File: config.mk
export PLATFORM = sky130hd
export DESIGN_NAME = chan_en_pol
export DESIGN_NICKNAME = d
export VERILOG_FILES = /design/src/chan_en_pol_pkg.sv /design/src/chan_en_pol.sv
export VERILOG_INCLUDE_DIRS = /design/src /design/src/src
export SDC_FILE = /design/constraint.sdc
export NUM_CORES = 1
export LEC_CHECK = 0
export ABC_CLOCK_PERIOD_IN_PS = 2300
export BUFFER_PORTS_ARGS = -buffer_cell sky130_fd_sc_hd__buf_2
export CELL_PAD_IN_SITES_DETAIL_PLACEMENT = 1
export CELL_PAD_IN_SITES_GLOBAL_PLACEMENT = 2
export CORE_AREA = 2 2 68 135
export CTS_CLUSTER_DIAMETER = 50
export DETAILED_ROUTE_END_ITERATION = 16
export DIE_AREA = 0 0 70 137
export MAX_ROUTING_LAYER = met4
export PLACE_DENSITY = 0.82
export SLEW_MARGIN = 20
export SYNTH_ARGS = -nofsm -noshare
export SYNTH_HDL_FRONTEND = slang
export SYNTH_SLANG_ARGS = --single-unit
File: constraint.sdc
create_clock -name pclk -period 2.3 [get_ports pclk]
set_input_delay 0.115 -clock pclk [delete_from_list [all_inputs] [get_ports pclk]]
set_output_delay 0.115 -clock pclk [all_outputs]
set_load 0.1 [all_outputs]
File: src/chan_en_pol_params.svh
// Offsets, field positions, reset values and write masks for the channel enable and polarity block.
`ifndef CHAN_EN_POL_PARAMS_SVH
`define CHAN_EN_POL_PARAMS_SVH
`define CEP_REG_OFFSET      12'h020
`define CEP_REG_RESET       16'h0000
`define CEP_WRITE_MASK      16'h3333
`define CEP_LOCKED_MASK     16'h1111
`define CEP_EN_BIT0         0
`define CEP_POL_BIT0        1
`define CEP_CH_STRIDE       4
`define CEP_LOCK_OFFSET     12'h024
`define CEP_LOCK_RESET      2'h0
`define CEP_LOCK_PROTECT    2'h2
`define CEP_CMODE_OFFSET    12'h028
`define CEP_CMODE_RESET     4'h0
`endif

File: src/chan_en_pol_pkg.sv
// Types shared by the channel enable and polarity block.
package chan_en_pol_pkg;
  typedef struct packed {
    logic [3:0] compare;
    logic [3:0] capture_in;
  } chan_in_t;
  typedef struct packed {
    logic [3:0] pin_level;
    logic [3:0] pin_oe;
    logic [3:0] capture_edge;
    logic [3:0] trigger;
  } chan_out_t;
  typedef enum logic [1:0] {
    ST_IDLE,
    ST_ACCESS
  } apb_state_t;
endpackage : chan_en_pol_pkg

File: src/chan_en_pol.sv
// Enable and polarity control for four compare/capture timer channels, APB slave.
//
// How it works
// - Enable bits of channels one to four sit at bits 0, 4, 8 and 12 and are read/write.
// - Polarity bits of channels one to four sit at bits 1, 5, 9 and 13 and are read/write.
// - In output mode a polarity of one makes the compare output active low, zero active high.
// - In input mode a polarity of one captures on the falling input edge, zero on the rising edge.
// - As an external trigger the input is inverted when polarity is one and passed when zero.
// - Polarity writes are ignored while the lock level is 2 or 3 and the old value is kept.
// - An enabled output channel routes its compare signal to the pin.
// - A disabled output channel blocks the compare signal and the pin takes its off level.
// - All enable and polarity bits reset to zero and every other bit reads zero.
`timescale 1ns/1ps
`include "chan_en_pol_params.svh"
module chan_en_pol
  import chan_en_pol_pkg::*;
(
  // Clock, reset and clock enable.
  input  wire logic        pclk,
  input  wire logic        presetn,
  input  wire logic        clk_en,
  // APB slave.
  input  wire logic        psel,
  input  wire logic        penable,
  input  wire logic        pwrite,
  input  wire logic [11:0] paddr,
  input  wire logic [31:0] pwdata,
  output logic      [31:0] prdata,
  output logic             pready,
  output logic             pslverr,
  // Channel signals.
  input  wire chan_in_t    chan_in,
  output chan_out_t        chan_out
);

  // Register file state.
  logic [15:0] ccer_q;
  logic [15:0] ccer_d;
  logic [1:0]  lock_q;
  logic [1:0]  lock_d;
  logic [3:0]  cmode_q;
  logic [3:0]  cmode_d;

  // APB answer state.
  apb_state_t  st_q;
  apb_state_t  st_d;
  logic [31:0] prdata_d;
  logic        pready_d;
  logic        pslverr_d;

  // Capture pin synchronisers and the previous synchronised level.
  logic [3:0]  cap_meta_q;
  logic [3:0]  cap_meta_d;
  logic [3:0]  cap_sync_q;
  logic [3:0]  cap_sync_d;
  logic [3:0]  cap_prev_q;
  logic [3:0]  cap_prev_d;

  // Registered channel outputs.
  chan_out_t   out_q;
  chan_out_t   out_d;

  // Decode helpers.
  logic        hit_ccer;
  logic        hit_lock;
  logic        hit_cmode;
  logic        mapped;
  logic        wr_en;
  logic        locked;
  logic [15:0] wmask;
  logic [31:0] rd_val;

  // Per-channel results before the output register.
  logic [3:0]  oe_c;
  logic [3:0]  level_c;
  logic [3:0]  edge_c;
  logic [3:0]  trig_c;

  // Address decode of the three registers.
  always_comb begin
    hit_ccer  = (paddr == `CEP_REG_OFFSET);
    hit_lock  = (paddr == `CEP_LOCK_OFFSET);
    hit_cmode = (paddr == `CEP_CMODE_OFFSET);
    mapped    = hit_ccer || hit_lock || hit_cmode;
  end

  // A write takes effect at the edge at which the master samples pready high.
  // The registered pready marks that edge, so no earlier edge can change a register.
  always_comb begin
    wr_en = psel && penable && pready && pwrite && mapped;
  end

  // Once the lock level reaches two, only the enable bits of the enable and polarity register stay writable; lock and mode stay writable.
  always_comb begin
    locked = (lock_q >= `CEP_LOCK_PROTECT);
    wmask  = `CEP_WRITE_MASK;
    if (locked) begin
      wmask = `CEP_LOCKED_MASK;
    end
  end

  // Next value of the enable and polarity register; reserved bits never get set.
  always_comb begin
    ccer_d = ccer_q;
    if (wr_en && hit_ccer) begin
      ccer_d = (ccer_q & ~wmask) | (pwdata[15:0] & wmask);
    end
  end

  always_ff @(posedge pclk or negedge presetn) begin
    if (!presetn) begin
      ccer_q <= `CEP_REG_RESET;
    end else if (clk_en) begin
      ccer_q <= ccer_d;
    end
  end

  // Lock level, standing in for the lock field of the break_deadtime_register.
  always_comb begin
    lock_d = lock_q;
    if (wr_en && hit_lock) begin
      lock_d = pwdata[1:0];
    end
  end

  always_ff @(posedge pclk or negedge presetn) begin
    if (!presetn) begin
      lock_q <= `CEP_LOCK_RESET;
    end else if (clk_en) begin
      lock_q <= lock_d;
    end
  end

  // Channel mode: bit i high makes channel i+1 an input, low an output.
  // Mode selection itself lives outside this block; this register only feeds it in.
  always_comb begin
    cmode_d = cmode_q;
    if (wr_en && hit_cmode) begin
      cmode_d = pwdata[3:0];
    end
  end

  always_ff @(posedge pclk or negedge presetn) begin
    if (!presetn) begin
      cmode_q <= `CEP_CMODE_RESET;
    end else if (clk_en) begin
      cmode_q <= cmode_d;
    end
  end

  // Read data; every reserved bit and every unmapped address reads zero.
  always_comb begin
    case (paddr)
      `CEP_REG_OFFSET:   rd_val = {16'h0000, ccer_q & `CEP_WRITE_MASK};
      `CEP_LOCK_OFFSET:  rd_val = {30'h0000_0000, lock_q};
      `CEP_CMODE_OFFSET: rd_val = {28'h000_0000, cmode_q};
      default:           rd_val = 32'h0000_0000;
    endcase
  end

  // APB handshake: one wait state, answer in the cycle after the access phase starts.
  // The pready pulse lasts one cycle, so a master that holds the access phase is
  // never answered twice for the same transfer.
  always_comb begin
    st_d      = st_q;
    pready_d  = 1'b0;
    pslverr_d = 1'b0;
    prdata_d  = prdata;
    case (st_q)
      ST_IDLE: begin
        if (psel && !penable) begin
          st_d = ST_ACCESS;
        end
      end
      ST_ACCESS: begin
        if (psel && penable && !pready) begin
          pready_d  = 1'b1;
          pslverr_d = !mapped;
          prdata_d  = pwrite ? 32'h0000_0000 : rd_val;
          st_d      = ST_IDLE;
        end else if (!psel) begin
          st_d = ST_IDLE;
        end
      end
      default: st_d = ST_IDLE;
    endcase
  end

  always_ff @(posedge pclk or negedge presetn) begin
    if (!presetn) begin
      st_q    <= ST_IDLE;
      prdata  <= 32'h0000_0000;
      pready  <= 1'b0;
      pslverr <= 1'b0;
    end else if (clk_en) begin
      st_q    <= st_d;
      prdata  <= prdata_d;
      pready  <= pready_d;
      pslverr <= pslverr_d;
    end
  end

  // The capture pins are asynchronous: two flip-flops settle them before any logic
  // reads them, and a third keeps the previous settled level for edge detection.
  // Only the second and third stages are read by the channel logic.
  always_comb begin
    cap_meta_d = chan_in.capture_in;
    cap_sync_d = cap_meta_q;
    cap_prev_d = cap_sync_q;
  end

  // The reset level matches the idle low pin, so no false edge follows reset.
  always_ff @(posedge pclk or negedge presetn) begin
    if (!presetn) begin
      cap_meta_q <= 4'h0;
      cap_sync_q <= 4'h0;
      cap_prev_q <= 4'h0;
    end else if (clk_en) begin
      cap_meta_q <= cap_meta_d;
      cap_sync_q <= cap_sync_d;
      cap_prev_q <= cap_prev_d;
    end
  end

  // One slice per channel, each with its own enable and polarity bits.
  for (genvar i = 0; i < 4; i++) begin : g_chan
    chan_slice i_chan_slice (
      .en       (ccer_q[i*`CEP_CH_STRIDE + `CEP_EN_BIT0]),
      .pol      (ccer_q[i*`CEP_CH_STRIDE + `CEP_POL_BIT0]),
      .inp      (cmode_q[i]),
      .compare  (chan_in.compare[i]),
      .sync_lvl (cap_sync_q[i]),
      .prev_lvl (cap_prev_q[i]),
      .oe       (oe_c[i]),
      .level    (level_c[i]),
      .cap_edge (edge_c[i]),
      .trig     (trig_c[i])
    );
  end

  // Gather the slice results into the output carrier.
  always_comb begin
    out_d.pin_oe       = oe_c;
    out_d.pin_level    = level_c;
    out_d.capture_edge = edge_c;
    out_d.trigger      = trig_c;
  end

  // Every channel output comes straight from this register.
  always_ff @(posedge pclk or negedge presetn) begin
    if (!presetn) begin
      out_q <= '0;
    end else if (clk_en) begin
      out_q <= out_d;
    end
  end

  assign chan_out = out_q;

endmodule : chan_en_pol

// One channel: output gating and polarity, capture edge choice and trigger inversion.
// In output mode a disabled channel drives its off level of zero with the pin enable low;
// the main-output and idle-state logic that decides the final pin level sits outside.
// In input mode the enable bit gates the capture pulse, while the trigger is always made,
// since an external trigger does not depend on whether captures are allowed.
module chan_slice (
  // Channel controls.
  input  wire logic en,
  input  wire logic pol,
  input  wire logic inp,
  // Channel levels.
  input  wire logic compare,
  input  wire logic sync_lvl,
  input  wire logic prev_lvl,
  // Results.
  output logic      oe,
  output logic      level,
  output logic      cap_edge,
  output logic      trig
);

  logic rise;
  logic fall;
  logic drive_on;

  // Edges of the settled capture input.
  always_comb begin
    rise = sync_lvl && !prev_lvl;
    fall = prev_lvl && !sync_lvl;
  end

  // Output side: polarity one makes the compare output active low.
  always_comb begin
    drive_on = !inp && en;
    oe       = drive_on;
    level    = drive_on ? (compare ^ pol) : 1'b0;
  end

  // Input side: polarity one selects the falling edge and inverts the trigger.
  always_comb begin
    trig     = sync_lvl ^ pol;
    cap_edge = inp && en && (pol ? fall : rise);
  end

endmodule : chan_slice

==> results_dict.tcl, run 1 <==
set metrics [dict create \
    via_count 1769 \
    ys.flop_type "dfrtp_1" \
    drv_cap 0 \
    n_antenna_cell 0 \
    ctsRootBufferMaster "clkbuf_16" \
    finalSetupTns_ps 0 \
    synth-edff-count 0 \
    cts_sinks 55 \
    drc 0 \
    gr-total-overflow 0 \
    cp-end-kind "flop" \
    fmax_mhz 603 \
    cts_tree "done" \
    fin_area_um2 3100 \
    period_share_pct 72.1 \
    irDropWorstVdd_mv 0.308 \
    clk_path_buf_depth 2 \
    setup.worst_path.end "prdata[9]" \
    yosysWarningCount 0 \
    syn_to_final_growth_pct 19.6 \
    worst_slew_pin_slew_ps 581 \
    routed_wl_um 5960 \
    antenna_found_initial 0 \
    yosysUniqueCellTypes 31 \
    hold_class "input port to flop" \
    cts_made_buffers 5 \
    portBuffers 63 \
    grt_max_degree 45 \
    finalClockSkew_ps 4.20 \
    dp_hpwl_um 4500 \
    die_w_um 70 \
    synth_seq_cells 55 \
    cp_data_required_time_ps 2530 \
    yosysSeqAreaShare_pct 53.1 \
    drive_gt1_share_pct 38.3 \
    die_area_um2 9590 \
    r2r_end "prdata[9]" \
    setup_violations 0 \
    grt_pass1_wl_um 9650 \
    timing.rr.start "pready" \
    min_path_cells 2 \
    hold_violations 0 \
    r2r_slack_ps 640 \
    fin_nets 339 \
    worst-path-max-fanout 14 \
    clk_pin_slew_ps 70 \
    cts_max_level 2 \
    powerDensity_nw_per_um2 733 \
    insertion_delay_ps 290 \
    synthCells 215 \
    ioPinCount 108 \
    drv_slew 0 \
    die_y_um 137 \
    outcome "complete, no violations" \
    p_total_mw 2.27 \
    synth-async-reset-ratio_pct 100 \
    period_needed_ps 1660 \
    max_slew_margin_pct 61.3 \
    core-area_um2 8530 \
    synth_area_um2 2590 \
    drtIter0Drc 69 \
    worst_r2r_path_depth 4 \
    leakagePower_nw 1.51 \
    start_kind "flop" \
    routabilityCongestion 0.746 \
    routed_via_density 4.63 \
    syn_avg_cell_area_um2 12.1 \
    arrival_ps 1890 \
    wl_per_cell_um 15.6 \
    rsz0062_at_grt "no" \
    grt_pass1_vias 1827 \
    critPathKind "flop to flop" \
    grt_usage_pct 13.5 \
    cts.repair.resized 0 \
    drtPass1Iterations 4 \
    start_util_pct 30.4 \
    row_count 48 \
    placed_cell_area_um2 2940 \
    crit_path_start "pready" \
    drtAntennaViolNets 0 \
]
==> cell usage in the layout, fill, tap and decap left out, drive strengths merged, types with 2 or more instances in the layout <==
master  instances
inv            14
mux2i           6
nor2            7
nor4            3
clkbuf          8
a22o            6
o21ai          14
xnor2           4
a21oi           3
buf            65
dfrtp          55
nand2b          8
o22ai           5
mux2           26
nor3b           2
nand3           4
nor2b           2
a31oi           4
conb           22
nand4           4
nand3b          4
nand2          10
==> registers in the layout (all words and copies together) (netlist names), named ones only <==
signal      flops
cap_prev_d      4
pslverr         1
lock_q          2
pready          1
chan_out       16
cap_meta_q      4
cmode_q         4
cap_prev_q      4
prdata         10
ccer_q          4
st_q            1
==> logic make-up after synthesis <==
group           after synthesis  share of synthesized area [%]
flops                        55                           53.1
buf+inv                      42                           9.41
simple gates                 49                           14.9
other cells                   1                          0.145
xor+xnor                      4                           1.35
compound gates               32                           7.48
mux                          32                           13.6
==> cells in the mapped netlist (4+ instances only) <==
cell / n / area, um^2
o22ai_1: 5 / 31.3
clkbuf_1: 5 / 18.8
nand2_1: 10 / 37.5
a31oi_1: 4 / 25.0
nand4_1: 4 / 25.0
o21ai_0: 14 / 70.1
mux2i_1: 6 / 60.1
nand2b_1: 8 / 50.1
inv_1: 14 / 52.6
xnor2_1: 4 / 35.0
buf_4: 23 / 173
a22o_1: 6 / 52.6
dfrtp_1: 55 / 1380
nand3b_1: 4 / 30.0
nor2_1: 7 / 26.3
mux2_2: 24 / 270
==> cell type report <==
class,count,area (um^2)
timing repair buffer,66,340
sequential,55,1380
clock buffer,8,156
tap,100,125
multi-input combinational,139,1050
fill,995,5430
inverter,14,52.6
==> worst min-delay path by stage <==
stage          startpoint                    endpoint  slack (ps)
3_3_place_gp      presetn               cap_meta_q[2]          -3
6_report          penable                     st_q[0]          20
3_5_place_dp      presetn                chan_out[10]           8
2_1_floorplan     presetn  asynchronous set/reset pin        -180
5_1_grt           penable                     st_q[0]          30
4_1_cts           penable                     st_q[0]          20
==> timing repair <==
item	4_1_cts	5_1_grt
setup endpoints to repair	0	0
buffers inserted	0	0
endpoints found under the hold margin	11	0
hold buffers	1	0
==> routing by layer <==
metal / GRT usage (%) / share of wire, % / up-vias
met5: - / 0 / -
met3: 1.62 / 4.0 / 7
met4: 5.77 / 2.0 / 0
li1: - / - / 832
met1: 15.3 / 37 / 868
met2: 23.8 / 57 / 62
==> metrics by stage <==
step           setup WS [ps]  hold WS, ps  std cells  util [%]
6_report                 641         20.4        382      36.4
5_1_grt                  499         31.3        382      36.4
4_1_cts                  607         17.8        382      36.4
3_5_place_dp             561         8.39        373      34.4
3_3_place_gp             575        -2.90        373      34.4
2_1_floorplan            268         -181        236         -
==> power breakdown <==
group	leakage (nW)	switching, mW	internal (mW)
clock	0.0772	0.341	0.465
sequential	0.729	0.0316	1.01
combinational	0.704	0.336	0.0890
==> critical path: stages (launching register included) <==
cell	delay (ps)
dfrtp_1	440
inv_1	110
nand3_2	320
nor4_4	510
a22o_1	210
No activity file was read; power rests on OpenSTA's default activity.
==> inputs of run 2 (changes only) <==
--- a/config.mk
+++ b/config.mk
@@ -6,16 +6,16 @@
 export SDC_FILE = /design/constraint.sdc
 export NUM_CORES = 1
 export LEC_CHECK = 0
-export ABC_CLOCK_PERIOD_IN_PS = 2300
+export ABC_CLOCK_PERIOD_IN_PS = 1500
 export BUFFER_PORTS_ARGS = -buffer_cell sky130_fd_sc_hd__buf_2
 export CELL_PAD_IN_SITES_DETAIL_PLACEMENT = 1
 export CELL_PAD_IN_SITES_GLOBAL_PLACEMENT = 2
-export CORE_AREA = 2 2 68 135
+export CORE_AREA = 2 2 74 147
 export CTS_CLUSTER_DIAMETER = 50
 export DETAILED_ROUTE_END_ITERATION = 16
-export DIE_AREA = 0 0 70 137
+export DIE_AREA = 0 0 76 149
 export MAX_ROUTING_LAYER = met4
-export PLACE_DENSITY = 0.82
+export PLACE_DENSITY = 0.74
 export SLEW_MARGIN = 20
 export SYNTH_ARGS = -nofsm -noshare
 export SYNTH_HDL_FRONTEND = slang
==> constraint.sdc (replaced) <==
create_clock -name pclk -period 1.5 [get_ports pclk]
set_input_delay 0.075 -clock pclk [delete_from_list [all_inputs] [get_ports pclk]]
set_output_delay 0.075 -clock pclk [all_outputs]
set_load 0.1 [all_outputs]
==> results_dict.tcl, run 2 (synthesis results as in run 1) <==
set metrics [dict create \
    finalClockSkew_ps 4.46 \
    die_w_um 76 \
    row_count 53 \
    ctsRootBufferMaster "clkbuf_16" \
    ioPinCount 108 \
    dp_hpwl_um 4840 \
    hold_class "input port to flop" \
    rsz0062_at_grt "no" \
    worst-path-stages 4 \
    grt_usage_pct 11.6 \
    hold_violations 0 \
    cts_sinks 55 \
    worst-path-max-fanout 4 \
    portBuffers 63 \
    finalSetupTns_ps 0 \
    powerDensity_nw_per_um2 1070 \
    crit_path_cell_trace "inv_1 -> nand3_2 -> or3_1 -> o21ai_0" \
    clk_pin_slew_ps 70 \
    fin_nets 349 \
    routed_wl_um 6190 \
    cp_slowest_stage_delay_ps 500 \
    drive_gt1_share_pct 40.4 \
    cp-end-kind "flop" \
    grt_max_degree 45 \
    drv_slew 0 \
    cp_num_buf_inv 1 \
    leakagePower_nw 1.56 \
    syn_to_final_growth_pct 25.0 \
    wl_per_cell_um 14.4 \
    grt_pass1_wl_um 10300 \
    period_share_pct 95.4 \
    irDropWorstVdd_mv 0.576 \
    insertion_delay_ps 280 \
    setup_violations 0 \
    nFillCells 1151 \
    core-area_um2 10300 \
    routabilityCongestion 0.751 \
    arrival_ps 1630 \
    die_area_um2 11300 \
    outcome "complete, no violations" \
    cp_data_required_time_ps 1700 \
    n_antenna_cell 0 \
    final_cell_mix "63 x buf_2, 54 x dfrtp_1, 24 x mux2_2" \
    drtIter0Drc 121 \
    worst_slew_pin_slew_ps 571 \
    post-route-util_pct 31.5 \
    drv_cap 0 \
    die_y_um 149 \
    gr-total-overflow 0 \
    cts_tree "done" \
    start_util_pct 25.2 \
    largest_reg_flops 16 \
    clk_path_buf_depth 2 \
    cts_made_buffers 5 \
    antenna_found_initial 0 \
    crit_family "simple AND/OR/NAND/NOR gates" \
    final_common_cell "buf_2" \
    min_path_cells 2 \
    cts_max_level 2 \
    critPathKind "flop to flop" \
    worst_r2r_path_depth 4 \
    drtPass1Iterations 4 \
    period_needed_ps 1430 \
    hold_ws_ps 21.0 \
    fmax_mhz 699 \
    routed_via_density 4.19 \
    max_slew_margin_pct 61.9 \
    grt_pass1_vias 2040 \
    postCtsSetupBuffers 0 \
    drtAntennaViolNets 0 \
    drc 0 \
    start_kind "flop" \
    cp_slowest_cell "dfrtp_4" \
    via_count 1799 \
]
run 2: through the flow:
step | power [mW] | cells | instance area, um^2 | setup slack (ps)
2_1_floorplan | 2.18 | 236 | 2680 | -22.8
3_3_place_gp | 2.28 | 419 | 3070 | -112
3_5_place_dp | 2.30 | 419 | 3070 | -194
4_1_cts | 3.51 | 429 | 3240 | 27.4
5_1_grt | 3.62 | 429 | 3240 | 2.88
6_report | 3.47 | 429 | 3240 | 68.4
run 2: timing repair:
item | in CTS | in global routing
hold endpoints to repair | 23 | 0
resized for setup | 0 | 1
hold buffers | 2 | 0
endpoints found under the setup margin | 0 | 1
run 2: final timing paths:
check / from / to / slack [ps]
worst max-delay path: pready / prdata[3] / 70
worst min-delay path: pwdata[12] / ccer_q[12] / 20
worst max register to register: pready / prdata[3] / 70
worst min register to register: prdata[1] / prdata[1] / 490
max in group asynchronous: presetn / chan_out[2] / 610
min in group asynchronous: presetn / prdata[1] / 320
run 2: where the power goes:
| group | total (mW) | internal [mW] | switching, mW |
|---|---|---|---|
| sequential | 1.60 | 1.55 | 0.0486 |
| combinational | 0.667 | 0.147 | 0.520 |
| clock | 1.20 | 0.712 | 0.492 |
| total | 3.47 | 2.41 | 1.06 |
run 2: layout make-up:
class	instances	area [um^2]	area share (%)
sequential	55	1380	42.6
multi-input combinational	139	1050	32.4
timing repair buffer	76	430	13.3
tap	137	171	5.29
clock buffer	8	156	4.82
inverter	14	52.6	1.62
run 2: routing by layer:
metal,share of wire [%],routed length (um),track usage (%)
met1,45,2770,14.9
met2,50,3120,19.2
met3,4.2,262,2.24
met4,0.58,36,2.73
met5,0,0,-
run 2: worst register-to-register path, stage by stage, from the launching register on:
cell,delay [ps]
dfrtp_4,500
inv_1,100
nand3_2,140
or3_1,420
o21ai_0,180
==> inputs of run 3 (changes only) <==
--- a/config.mk
+++ b/config.mk
@@ -11,6 +11,7 @@
 export CELL_PAD_IN_SITES_DETAIL_PLACEMENT = 1
 export CELL_PAD_IN_SITES_GLOBAL_PLACEMENT = 2
 export CORE_AREA = 2 2 74 147
+export CTS_BUF_LIST = sky130_fd_sc_hd__clkbuf_8 sky130_fd_sc_hd__clkbuf_16
 export CTS_CLUSTER_DIAMETER = 50
 export DETAILED_ROUTE_END_ITERATION = 16
 export DIE_AREA = 0 0 76 149
==> results_dict.tcl, run 3 (synthesis results as in run 1) <==
set metrics [dict create \
    routed_wl_um 6190 \
    fin_area_um2 3240 \
    cp-end-kind "flop" \
    finalSetupTns_ps 0 \
    setup.worst_path.end "prdata[3]" \
    powerDensity_nw_per_um2 1070 \
    routed_via_density 4.19 \
    start_kind "flop" \
    outcome "complete, no violations" \
    pre_cts_ws_ps -194 \
    via_count 1799 \
    max_slew_margin_pct 62.0 \
    clk_path_buf_depth 2 \
    cp_data_required_time_ps 1700 \
    hp-start "pwdata[12]" \
    worst-path-max-fanout 4 \
    cts_max_level 2 \
    p_seq_share_pct 46.2 \
    timing.rr.start "pready" \
    drtAntennaViolNets 0 \
    drtPass1Iterations 4 \
    period_share_pct 95.4 \
    cts_sinks 55 \
    drtIter0Drc 121 \
    die_w_um 76 \
    rsz0062_at_grt "no" \
    power_frac_clock_pct 34.5 \
    row_count 53 \
    clk_pin_slew_ps 70 \
    leakagePower_nw 1.56 \
    internal_power_mw 2.40 \
    die_area_um2 11300 \
    arrival_ps 1630 \
    final_common_cell "buf_2" \
    routabilityCongestion 0.751 \
    grt_pass1_wl_um 10300 \
    finalClockSkew_ps 4.46 \
    worst_r2r_path_depth 4 \
    dp_hpwl_um 4840 \
    portBuffers 63 \
    ctsRootBufferMaster "clkbuf_16" \
    cts_tree "done" \
    pwr-share-comb_pct 19.2 \
    post-route-util_pct 31.5 \
    r2r_end "prdata[3]" \
    syn_to_final_growth_pct 25.0 \
    hold_violations 0 \
    r2r_slack_ps 70 \
    grt_pass1_vias 2040 \
    fmax_mhz 699 \
    core-area_um2 10300 \
    period_needed_ps 1430 \
    grt_max_degree 45 \
    grt_usage_pct 11.6 \
    start_util_pct 25.2 \
    drv_slew 0 \
    worst_slew_pin_slew_ps 570 \
    setup_slack_ps 68.4 \
    wl_per_cell_um 14.4 \
    crit_path_start "pready" \
    placed_cell_area_um2 3070 \
    hold_ws_ps 21.0 \
    drive_gt1_share_pct 40.4 \
    largest_reg_flops 16 \
    sw_frac_of_total_pct 30.6 \
    die_y_um 149 \
    antenna_found_initial 0 \
    hold_class "input port to flop" \
    irDropWorstVdd_mv 0.576 \
    critPathKind "flop to flop" \
    ioPinCount 108 \
    final_cell_mix "63 x buf_2, 54 x dfrtp_1, 24 x mux2_2" \
    n_antenna_cell 0 \
    power_switching_mw 1.06 \
    insertion_delay_ps 280 \
    cts_made_buffers 5 \
    drv_cap 0 \
    gr-total-overflow 0 \
    fin_nets 349 \
    setup_violations 0 \
    drc 0 \
]
-- run 3: how the worst min path moves through the flow --
stage                                            end  slack (ps)  depth (start not counted)
after floorplan           asynchronous set/reset pin        -220                          0
after global placement                       pslverr          80                          1
after detailed placement                     st_q[0]         100                          1
after CTS                                 ccer_q[12]          20                          2
after global routing                            flop          30                          2
final                                     ccer_q[12]          20                          2
-- run 3: stage by stage --
| stage | instances | power [mW] |
|---|---|---|
| 2_1_floorplan | 236 | 2.18 |
| 3_3_place_gp | 419 | 2.28 |
| 3_5_place_dp | 419 | 2.30 |
| 4_1_cts | 429 | 3.50 |
| 5_1_grt | 429 | 3.61 |
| 6_report | 429 | 3.46 |
-- run 3: per-layer routing --
metal	part of all wire (%)	vias to the layer above	GRT usage [%]
met5	0	-	-
met4	0.58	0	2.73
met3	4.2	4	2.24
met2	50	53	19.2
met1	45	894	14.9
li1	-	848	-
-- run 3: power groups by stage --
stage | Clock (mW) | Combinational, mW | Sequential (mW)
after floorplan | 0 | 0.423 | 1.75
after detailed placement | 0 | 0.668 | 1.63
final | 1.20 | 0.667 | 1.60
after global placement | 0 | 0.654 | 1.62
after CTS | 1.23 | 0.673 | 1.60
after global routing | 1.29 | 0.703 | 1.61
-- run 3: repair_timing --
action                                 in CTS  in global routing
resized for setup                           0                  1
setup endpoints to repair                   0                  1
endpoints found under the hold margin      23                  0
setup buffers                               0                  0
hold buffers                                2                  0
-- run 3: final cells by class --
type / count / area (um^2)
Inverter: 14 / 52.6
Fill cell: 1151 / 7040
Clock inverter: 1 / 3.75
Sequential cell: 55 / 1380
Timing Repair Buffer: 76 / 430
Tap cell: 137 / 171
Multi-Input combinational cell: 139 / 1050
Clock buffer: 7 / 153
-- run 3: worst max-delay path, stage by stage, from the launching register on --
cell and delay, ps:
dfrtp_4 500, inv_1 100, nand3_2 140, or3_1 420
o21ai_0 180
